## src/rtl/xip_pkg.sv

```systemverilog
/*
 * Package for the extra external interrupt and nibble port block.
 * Assumes a core that issues byte and bit special-function accesses on core_clk.
 */
package xip_pkg;
	// ------------------------------------------------------------
	// Special-function addresses
	// ------------------------------------------------------------
	localparam logic [7:0] XIP_ADDR_XCTL = 8'hc0;
	localparam logic [7:0] XIP_ADDR_PORT = 8'hd8;
	localparam logic [7:0] XIP_RESET_XCTL = 8'h00;
	localparam logic [3:0] XIP_RESET_PORT = 4'hf;
	localparam int XIP_PORT_PINS = 4;

	// ------------------------------------------------------------
	// Control register field positions
	// ------------------------------------------------------------
	localparam int XIP_A_TYPE = 0;
	localparam int XIP_A_PEND = 1;
	localparam int XIP_A_EN = 2;
	localparam int XIP_A_PRIO = 3;
	localparam int XIP_B_TYPE = 4;
	localparam int XIP_B_PEND = 5;
	localparam int XIP_B_EN = 6;
	localparam int XIP_B_PRIO = 7;
	localparam int XIP_PIN_A = 2;
	localparam int XIP_PIN_B = 3;

	// ------------------------------------------------------------
	// Vectors, indexed by polling position
	// ------------------------------------------------------------
	localparam int XIP_NSRC = 8;
	localparam logic [7:0] XIP_VEC_EXT0 = 8'h03;
	localparam logic [7:0] XIP_VEC_STEP = 8'h08;
	localparam logic [2:0] XIP_POS_A = 3'h6;
	localparam logic [2:0] XIP_POS_B = 3'h7;

	typedef enum logic [1:0] {
		XIP_LVL_NONE = 2'b00,
		XIP_LVL_LOW = 2'b01,
		XIP_LVL_HIGH = 2'b10
	} xip_level_type;
endpackage

```

## src/rtl/xip_ctrl.sv

```systemverilog
/*
 * Extra external interrupts, eight-source priority resolver and nibble port.
 * Holds the extra control register and the auxiliary port; reads the core's
 * enable, priority and request bits for the standard sources as inputs.
 * Assumes one special-function access per cycle from the core, and that the
 * core raises vec_ack for one cycle when it enters the vector it was given,
 * and ret_ack for one cycle on return from an interrupt routine.
 */
`timescale 1ns/1ps
module xip_ctrl
	import xip_pkg::*;
(
	input wire logic core_clk,
	input wire logic rst_b,
	input wire logic sfr_wr,
	input wire logic sfr_rd,
	input wire logic sfr_bit,
	input wire logic [7:0] sfr_addr,
	input wire logic [7:0] sfr_wdata,
	input wire logic sfr_bit_val,
	output logic [7:0] sfr_rdata,
	output logic sfr_hit,
	input wire logic global_enable,
	input wire logic [5:0] std_enable,
	input wire logic [5:0] std_priority,
	input wire logic [5:0] std_request,
	input wire logic vec_ack,
	input wire logic ret_ack,
	output logic irq_req,
	output logic [7:0] irq_vector,
	output logic [2:0] irq_source,
	input wire logic [3:0] port_in,
	output logic [3:0] port_out,
	output logic [3:0] port_oe
);
	// ------------------------------------------------------------
	// Helpers
	// ------------------------------------------------------------
	function automatic logic [7:0] bit_target(input logic [7:0] base, input logic [7:0] a);
		bit_target = {a[7:3], 3'h0} ^ base;
	endfunction

	function automatic logic [2:0] first_set(input logic [XIP_NSRC-1:0] v);
		logic [2:0] r;
		r = 3'h0;
		for (int i = XIP_NSRC - 1; i >= 0; i--) begin
			if (v[i]) begin
				r = 3'(i);
			end
		end
		first_set = r;
	endfunction

	// ------------------------------------------------------------
	// Register access decode
	// ------------------------------------------------------------
	logic [7:0] xctl_q;
	logic [7:0] xctl_d;
	logic [3:0] port_q;
	logic [3:0] port_d;
	logic [3:0] drive_q;
	logic [3:0] drive_d;
	xip_level_type run_q [0:1];
	logic [1:0] active_q;
	logic [1:0] active_d;

	wire xctl_sel = sfr_bit ? (bit_target(XIP_ADDR_XCTL, sfr_addr) == 8'h00) :
		(sfr_addr == XIP_ADDR_XCTL);
	wire port_sel = sfr_bit ? (bit_target(XIP_ADDR_PORT, sfr_addr) == 8'h00) :
		(sfr_addr == XIP_ADDR_PORT);
	wire [2:0] bit_idx = sfr_addr[2:0];
	wire xctl_wr = sfr_wr & xctl_sel;
	wire port_wr = sfr_wr & port_sel;

	// ------------------------------------------------------------
	// Pins
	// ------------------------------------------------------------
	logic [3:0] pin_level;
	logic [3:0] pin_fall;

	genvar g;
	generate
		for (g = 0; g < XIP_PORT_PINS; g++) begin : g_sync
			xip_pin_sync u_sync (
				.core_clk(core_clk),
				.rst_b(rst_b),
				.pin_in(port_in[g]),
				.pin_level(pin_level[g]),
				.pin_fall(pin_fall[g])
			);
		end
	endgenerate

	// port bits 3 and 2 are the request pins
	wire a_low = ~pin_level[XIP_PIN_A];
	wire b_low = ~pin_level[XIP_PIN_B];
	wire a_fall = pin_fall[XIP_PIN_A];
	wire b_fall = pin_fall[XIP_PIN_B];

	// ------------------------------------------------------------
	// Request gathering and resolution
	// ------------------------------------------------------------
	// edge uses the pending flag, level uses the pin
	wire a_req = xctl_q[XIP_A_TYPE] ? xctl_q[XIP_A_PEND] : a_low;
	wire b_req = xctl_q[XIP_B_TYPE] ? xctl_q[XIP_B_PEND] : b_low;

	// gate each request by its enable
	wire [XIP_NSRC-1:0] enabled = {b_req & xctl_q[XIP_B_EN], a_req & xctl_q[XIP_A_EN],
		std_request & std_enable} & {XIP_NSRC{global_enable}};
	// standard priority bits taken from the core
	wire [XIP_NSRC-1:0] prio = {xctl_q[XIP_B_PRIO], xctl_q[XIP_A_PRIO], std_priority};
	wire [XIP_NSRC-1:0] hi_set = enabled & prio;
	wire [XIP_NSRC-1:0] lo_set = enabled & ~prio;

	// high pre-empts low; nothing pre-empts high
	wire hi_ok = ~active_q[1] & (|hi_set);
	wire lo_ok = ~active_q[1] & ~active_q[0] & (|lo_set);
	// lowest set position wins within a level
	// extra A polled at position 6
	wire [2:0] src = hi_ok ? first_set(hi_set) : first_set(lo_set);
	wire [7:0] vec = XIP_VEC_EXT0 + 8'({src, 3'h0});

	assign irq_req = hi_ok | lo_ok;

	always_ff @(posedge core_clk or negedge rst_b) begin
		if (!rst_b) begin
			irq_vector <= XIP_VEC_EXT0;
			irq_source <= 3'h0;
		end else begin
			irq_vector <= vec;
			irq_source <= src;
		end
	end

	// ------------------------------------------------------------
	// Service level tracking
	// ------------------------------------------------------------
	wire take = vec_ack & irq_req;
	wire take_hi = take & hi_ok;

	always_comb begin
		active_d = active_q;
		if (ret_ack) begin
			if (active_q[1]) begin
				active_d[1] = 1'b0;
			end else begin
				active_d[0] = 1'b0;
			end
		end
		if (take) begin
			active_d[take_hi ? 1 : 0] = 1'b1;
		end
	end

	always_ff @(posedge core_clk or negedge rst_b) begin
		if (!rst_b) begin
			active_q <= 2'b00;
			run_q[0] <= XIP_LVL_NONE;
			run_q[1] <= XIP_LVL_NONE;
		end else begin
			active_q <= active_d;
			run_q[0] <= active_d[0] ? XIP_LVL_LOW : XIP_LVL_NONE;
			run_q[1] <= active_d[1] ? XIP_LVL_HIGH : XIP_LVL_NONE;
		end
	end

	// ------------------------------------------------------------
	// Control register
	// ------------------------------------------------------------
	always_comb begin
		xctl_d = xctl_q;
		if (xctl_wr) begin
			if (sfr_bit) begin
				xctl_d[bit_idx] = sfr_bit_val;
			end else begin
				xctl_d = sfr_wdata;
			end
		end
		// clear pending on vector in edge mode
		if (take && src == XIP_POS_A && xctl_q[XIP_A_TYPE]) begin
			xctl_d[XIP_A_PEND] = 1'b0;
		end
		if (take && src == XIP_POS_B && xctl_q[XIP_B_TYPE]) begin
			xctl_d[XIP_B_PEND] = 1'b0;
		end
		// falling edge sets pending; set wins over clear
		// same flag behaviour as standard externals
		if (a_fall && xctl_d[XIP_A_TYPE]) begin
			xctl_d[XIP_A_PEND] = 1'b1;
		end
		if (b_fall && xctl_d[XIP_B_TYPE]) begin
			xctl_d[XIP_B_PEND] = 1'b1;
		end
	end

	always_ff @(posedge core_clk or negedge rst_b) begin
		if (!rst_b) begin
			xctl_q <= XIP_RESET_XCTL;
		end else begin
			xctl_q <= xctl_d;
		end
	end

	// ------------------------------------------------------------
	// Auxiliary nibble port
	// ------------------------------------------------------------
	always_comb begin
		port_d = port_q;
		if (port_wr) begin
			if (sfr_bit) begin
				if (bit_idx < 3'(XIP_PORT_PINS)) begin
					port_d[bit_idx[1:0]] = sfr_bit_val;
				end
			end else begin
				port_d = sfr_wdata[3:0];
			end
		end
	end

	// A one-cycle strong high speeds the 0->1 edge, then the pull-up holds it
	always_comb begin
		drive_d = ~port_d | (port_d & ~port_q);
	end

	always_ff @(posedge core_clk or negedge rst_b) begin
		if (!rst_b) begin
			port_q <= XIP_RESET_PORT;
			drive_q <= 4'h0;
		end else begin
			port_q <= port_d;
			drive_q <= drive_d;
		end
	end

	// released pins rely on the pull-up to read high
	assign port_out = port_q;
	assign port_oe = drive_q;

	// ------------------------------------------------------------
	// Read path
	// ------------------------------------------------------------
	// byte read returns pin levels; bit reads return latch
	wire [7:0] port_rd = sfr_bit ? {4'h0, port_q} : {4'h0, pin_level};
	wire [7:0] rd_mux = xctl_sel ? xctl_q : (port_sel ? port_rd : 8'h00);

	assign sfr_hit = xctl_sel | port_sel;

	always_ff @(posedge core_clk or negedge rst_b) begin
		if (!rst_b) begin
			sfr_rdata <= 8'h00;
		end else if (sfr_rd) begin
			sfr_rdata <= rd_mux;
		end
	end
endmodule

```

## src/rtl/xip_pin_sync.sv

```systemverilog
/*
 * Three-stage pin synchroniser for one input.
 * Assumes the pin is asynchronous to core_clk.
 */
`timescale 1ns/1ps
module xip_pin_sync
	import xip_pkg::*;
(
	input wire logic core_clk,
	input wire logic rst_b,
	input wire logic pin_in,
	output logic pin_level,
	output logic pin_fall
);
	logic s1_q;
	logic s2_q;
	logic s3_q;
	logic lvl_q;

	// A change counts once stages two and three agree; stage one feeds stage two only
	always_ff @(posedge core_clk or negedge rst_b) begin
		if (!rst_b) begin
			s1_q <= 1'b1;
			s2_q <= 1'b1;
			s3_q <= 1'b1;
			lvl_q <= 1'b1;
		end else begin
			s1_q <= pin_in;
			s2_q <= s1_q;
			s3_q <= s2_q;
			if (s2_q == s3_q) begin
				lvl_q <= s3_q;
			end
		end
	end

	assign pin_level = lvl_q;
	assign pin_fall = lvl_q & (s2_q == s3_q) & ~s3_q;
endmodule

```

## config.mk

```make
export PLATFORM = sky130hd
export DESIGN_NAME = xip_ctrl
export DESIGN_NICKNAME = d
export VERILOG_FILES = /design/src/rtl/xip_pkg.sv /design/src/rtl/xip_ctrl.sv /design/src/rtl/xip_pin_sync.sv
export SDC_FILE = /design/constraint.sdc
export NUM_CORES = 1
export LEC_CHECK = 0
export BUFFER_PORTS_ARGS = -buffer_cell sky130_fd_sc_hd__buf_2
export CAP_MARGIN = 20
export CORE_MARGIN = 5
export CORE_UTILIZATION = 38
export CTS_BUF_LIST = sky130_fd_sc_hd__clkbuf_8
export CTS_CLUSTER_DIAMETER = 50
export DETAILED_ROUTE_END_ITERATION = 8
export GPL_ROUTABILITY_DRIVEN = 0
export GPL_TIMING_DRIVEN = 0
export HOLD_SLACK_MARGIN = 0.15
export PLACE_DENSITY = 0.64
export SETUP_SLACK_MARGIN = 0.4
export SYNTH_ARGS = -nofsm -noshare
export SYNTH_HDL_FRONTEND = slang
export SYNTH_SLANG_ARGS = --single-unit
```

## constraint.sdc

```tcl
create_clock -name core_clk -period 2.5 [get_ports core_clk]
set_input_delay 0.25 -clock core_clk [delete_from_list [all_inputs] [get_ports core_clk]]
set_output_delay 0.25 -clock core_clk [all_outputs]
set_load 0.01 [all_outputs]
```

# Word-level counts from Yosys, hierarchy flattened
# Cells that the tools add are included.
# word_totals
in_bits	47
ff_bits	52
elab_cells	135
out_inout_bits	29
# classes
n_lt_le_gt_ge	7
reduce_logical	15
bitwise_logic	33
addsub	1
n_eq_ne	8
muxes	45
# ops
operator	count
3-bit two-way mux	17
8-bit AND	3
4-bit two-way mux	5
8-bit == test, second input constant	2
8-bit zero test	2
8-bit two-way mux	2
8-bit OR reduction	2
1-bit AND	13
1-bit two-way mux	13
4-bit inverter	3
1-bit logical AND	9
8-bit bitwise mux	1
8-bit inverter	1
2-bit by 6-bit adder with 7-bit output, first input constant	1
6-bit AND	1
3-bit == test, second input constant	2
6-bit two-way mux	1
1-bit inverter	6
3-bit nonzero test	2
4-bit AND	1
4-bit bitwise mux	1
1-bit == test	4
3-bit by 4-bit < comparator with 1-bit output, second input constant	1
2-bit two-way mux	2
other kinds (13)	14

# Logic depth before layout (Yosys ltp)
# depth
word_depth	19
ltp_mapped	7

# By module
# From an unflattened synthesis, not the netlist that was laid out.
# unflattened
cells_unflattened	245
hier_area_um2	2492.4
# by_module_without_submodules
mod	seq_area_each_um2	cells_per_inst	n_inst	area_each_um2
xip_ctrl	730.7	221	1	1996.9
xip_pin_sync	105.1	6	4	123.9

# Worst setup path after synthesis
# OpenSTA, ideal clock, no wires.
# synth_path
kind	register to register
startpoint	reg xctl_q[0]
endpoint	reg xctl_q[5]
path_slack_ns	0.433
n_path_buf	0
stages_incl_launch_ff	7
required_time_ns	2.374
synth_period_minus_slack_ns	2.067
arrival_time_ns	1.940
cell_sequence	dfrtp_1 > nor2b_1 > or4_4 > nor3b_1 > nand4b_4 > o311a_1 > a311o_1
# synth_between
elab_chain_len	17
# synth_rtl
element	line	text
start, declared	xip_ctrl.sv:57	logic [7:0] xctl_q;
start signal, assigned	xip_ctrl.sv:200	xctl_q <= xctl_d;
1-bit two-way mux *	xip_ctrl.sv:104	wire a_req = xctl_q[XIP_A_TYPE] ? xctl_q[XIP_A_PEND] : a_low;
1-bit AND *	xip_ctrl.sv:108	wire [XIP_NSRC-1:0] enabled = {b_req & xctl_q[XIP_B_EN], a_req & xctl_q[XIP_A_EN],
8-bit AND *	xip_ctrl.sv:109	std_request & std_enable} & {XIP_NSRC{global_enable}};
8-bit AND (on tied branches)	xip_ctrl.sv:113, xip_ctrl.sv:112	
3-bit two-way mux (7 in a row)	xip_ctrl.sv:47	if (v[i]) begin
3-bit two-way mux	xip_ctrl.sv:120	wire [2:0] src = hi_ok ? first_set(hi_set) : first_set(lo_set);
3-bit == test	xip_ctrl.sv:183	if (take && src == XIP_POS_B && xctl_q[XIP_B_TYPE]) begin
1-bit logical AND * (2 in a row)	xip_ctrl.sv:183	
1-bit two-way mux	xip_ctrl.sv:183	
1-bit two-way mux	xip_ctrl.sv:191	if (b_fall && xctl_d[XIP_B_TYPE]) begin
# Mark *: on every way between the ends. The rest lies on a longest branch, timed or not.
# A chain may end at the register's enable or synchronous reset.

# Worst setup path in the final report
# Same ends and word-level chain as after synthesis.

==> results.toml <==
[outcome]
outcome = "complete, no violations"

[final_layout]
nNetsFinal = 408
diodes = 0
stdcell_count = 439
area_growth_pct = 29.9
finish.utilization_pct = 51.2
drive_gt1_share_pct = 37.0

[detailed_routing]
wl_per_cell_um = 15.6
totalWireLength_mm = 6.83
drcViolationCount = 0
first_pass_iters = 5
ant_nets = 0
drtIter0Drc = 189
dr_total_vias = 2393
routed_via_density = 5.45

[sta]
fin_ws_ns = 0.206
max_freq_mhz = 436
tightest_slew_ns = 0.763
timing.final.crit_share_pct = 91.8
min_period_ns = 2.29
hold_viol_final = 0
tns_ns = 0
fin_worst_skew_ns = 0.0134
setup_viol = 0
slew_viol_final = 0
rsz0062_at_grt = "true"
holdWs_ns = 0.161
relSlewSlack_pct = 49.0

[hold_path]
hp-class = "in2reg"
hold_depth = 2
min_from = "ret_ack"

[floorplan]
coreArea_mm2 = 0.00642
start_util_pct = 39.4
chipHeight_um = 91.6
dieArea_mm2 = 0.00839
die_x_um = 91.6
ios = 76
rows = 29

[synth]
synth_simple_gate_area_share_pct = 23.0
synth_top_family_by_area = "simple AND/OR/NAND/NOR gates"
synth_mux_area_share_pct = 3.61
synth_ff_type = "dfrtp_1"
syn_area_mm2 = 0.00253
yosys_register_bits = 45
synth_fa_ha_area_share_pct = 0.791
async_flop_share_pct = 100
synth-compound-area-share_pct = 20.4
synth_edf_count = 0
netlist_instances = 271
synth_seq_area_share_pct = 45.5
syn_avg_cell_area_um2 = 9.34
ys_types = 59
yosysWarnings = 0
synth_largest_area_cell = "dfrtp_1"
synth.top_cell.area_share_pct = 24.7
yosys.area_share.xor_xnor_pct = 0
synth_area_leaders = "dfrtp_1 25%, dfstp_2 21%, a21oi_1 4.7%"

[grt]
grt_pass1_wl_mm = 11.6
grt_pass1_vias = 2410
grt_use_total_pct = 16.6
busiest_layer = "met2"
antenna_found_initial = 0
overflow = 0
met1_usage_pct = 23.1
grt_max_degree = 46
met3_usage_pct = 4.26
grtUsageMet2_pct = 25.6

[critical_path]
worstReg2RegStart = "xctl_q[0]$_DFF_PN0_"
path_max_fanout = 4
critPathLaunch = "xctl_q[0]$_DFF_PN0_"
required_ns = 2.69
worstPathArrival_ns = 2.48
crit_path_start_kind = "flop"
reg2reg_depth = 7
path_class = "reg2reg"
endpoint_kind = "flop"

[placement]
dp_cells = 417
place_ws_ns = 0.198
dp_hpwl_mm = 5.08
port_buffers = 66

[clocking]
ctsLongestPathBuffers = 2
h-tree-depth = 2
cts.clk_slew.worst_paths_ns = 0.09
cts.sinks = 45
numCtsBuffers = 5
cts_tree = "done"
clkLatencyLatePin_ns = 0.31
clock-root-buffer = "clkbuf_8"

[power]
ir_drop_mv = 0.345
leakage_nw = 1.49
p_sw_mw = 0.587
p_per_area_mw_per_mm2 = 587
clockPowerShare_pct = 30.3
seq_power_share_pct = 44.8
comb_power_share_pct = 24.9
internal_power_mw = 1.34
swShare_pct = 30.4

[flow_run]
cap_viol_max_count = 0
## metrics by stage
stage	instance area (µm²)	total power, mW
after floorplan	2540	1.13
after global placement	2970	1.28
after detailed placement	2970	1.29
after CTS	3210	1.91
after global routing	3290	2.05
final	3290	1.93
## flip-flops by register name, indices dropped and copies added, names as in the netlist
register                 flops
g_sync.u_sync.pin_level      4
port_out                     4
g_sync.u_sync.s1_q           4
irq_source                   3
g_sync.u_sync.s3_q           4
xctl_q                       8
port_oe                      4
sfr_rdata                    8
active_q                     2
g_sync.u_sync.s2_q           4
## cell type report
cell class	instances	area [µm²]
inverter	14	52.6
tap	77	96.3
timing repair buffer	80	460
clock inverter	3	48.8
fill	622	3130
multi-input combinational	197	1300
sequential	45	1150
buffer	18	110
clock buffer	5	68.8
## timing repair
item,in CTS,in global routing
buffers inserted,4,4
endpoints found under the hold margin,29,0
setup endpoints to repair,3,6
gates resized for setup,8,5
gates cloned,0,0
hold buffers,5,0
pin swaps,2,2
## layer usage
metal / vias up / part of all wire [%]
met1: 1148 / 47
li1: 1158 / -
met2: 77 / 45
met3: 10 / 6.4
met5: - / 0
met4: 0 / 1.4
## cells in the mapped netlist (all sizes together), types with 3 or more instances
cell     n
o21ai   18
nand2   20
dfrtp   25
nor2    29
nand4    7
nand3   17
a22oi    5
o31ai    3
nor3b    4
nand3b   3
mux2i    8
dfstp   20
o22ai    6
buf     12
nand2b   3
clkbuf   6
a21oi   24
a211oi   5
inv     14
## logic make-up after synthesis
kind of cell               count (synthesis)
adders and majority gates                  2
AOI/OAI and AO/OA                         80
buffers and inverters                     32
and+or+nand+nor                          101
other                                      2
DFF                                       45
muxes                                      9
## power by group through the flow
stage	sequential, mW	clock (mW)	combinational [mW]
final	0.865	0.584	0.481
after CTS	0.864	0.597	0.452
after global placement	0.869	0	0.413
after detailed placement	0.872	0	0.418
after global routing	0.874	0.638	0.537
after floorplan	0.875	0	0.250
## final timing paths
| kind | endpoint | slack [ns] |
|---|---|---|
| worst max-delay path | xctl_q[5]$_DFFE_PN0P_ | 0.21 |
| worst min-delay path | active_q[1]$_DFF_PN0_ | 0.16 |
| worst max register to register | xctl_q[5]$_DFFE_PN0P_ | 0.21 |
| worst min register to register | g_sync[3].u_sync.s2_q$_DFF_PN1_ | 0.36 |
| max in group asynchronous | g_sync[3].u_sync.s3_q$_DFF_PN1_ | 1.75 |
| min in group asynchronous | g_sync[0].u_sync.s1_q$_DFF_PN1_ | 0.45 |
## critical path: stages, from the launching register on
cell and delay, ns:
dfrtp_1 0.44, nor2b_4 0.15, or4_4 0.48, buf_4 0.15
a21oi_1 0.18, o31ai_2 0.11, o311a_1 0.34, a311o_1 0.31
## cell usage in the layout (no fill, tap or decap), types with 6 or more instances in the layout
cell type	instances
nor2_1	29
inv_1	13
nand2_1	20
dfrtp_1	25
dfstp_2	20
mux2i_1	8
o21ai_1	12
o21ai_0	6
o22ai_1	6
buf_4	16
a21oi_1	24
clkbuf_1	6
nand4_1	7
buf_2	67
nand3_1	17
(Power assumes the default switching activity.)
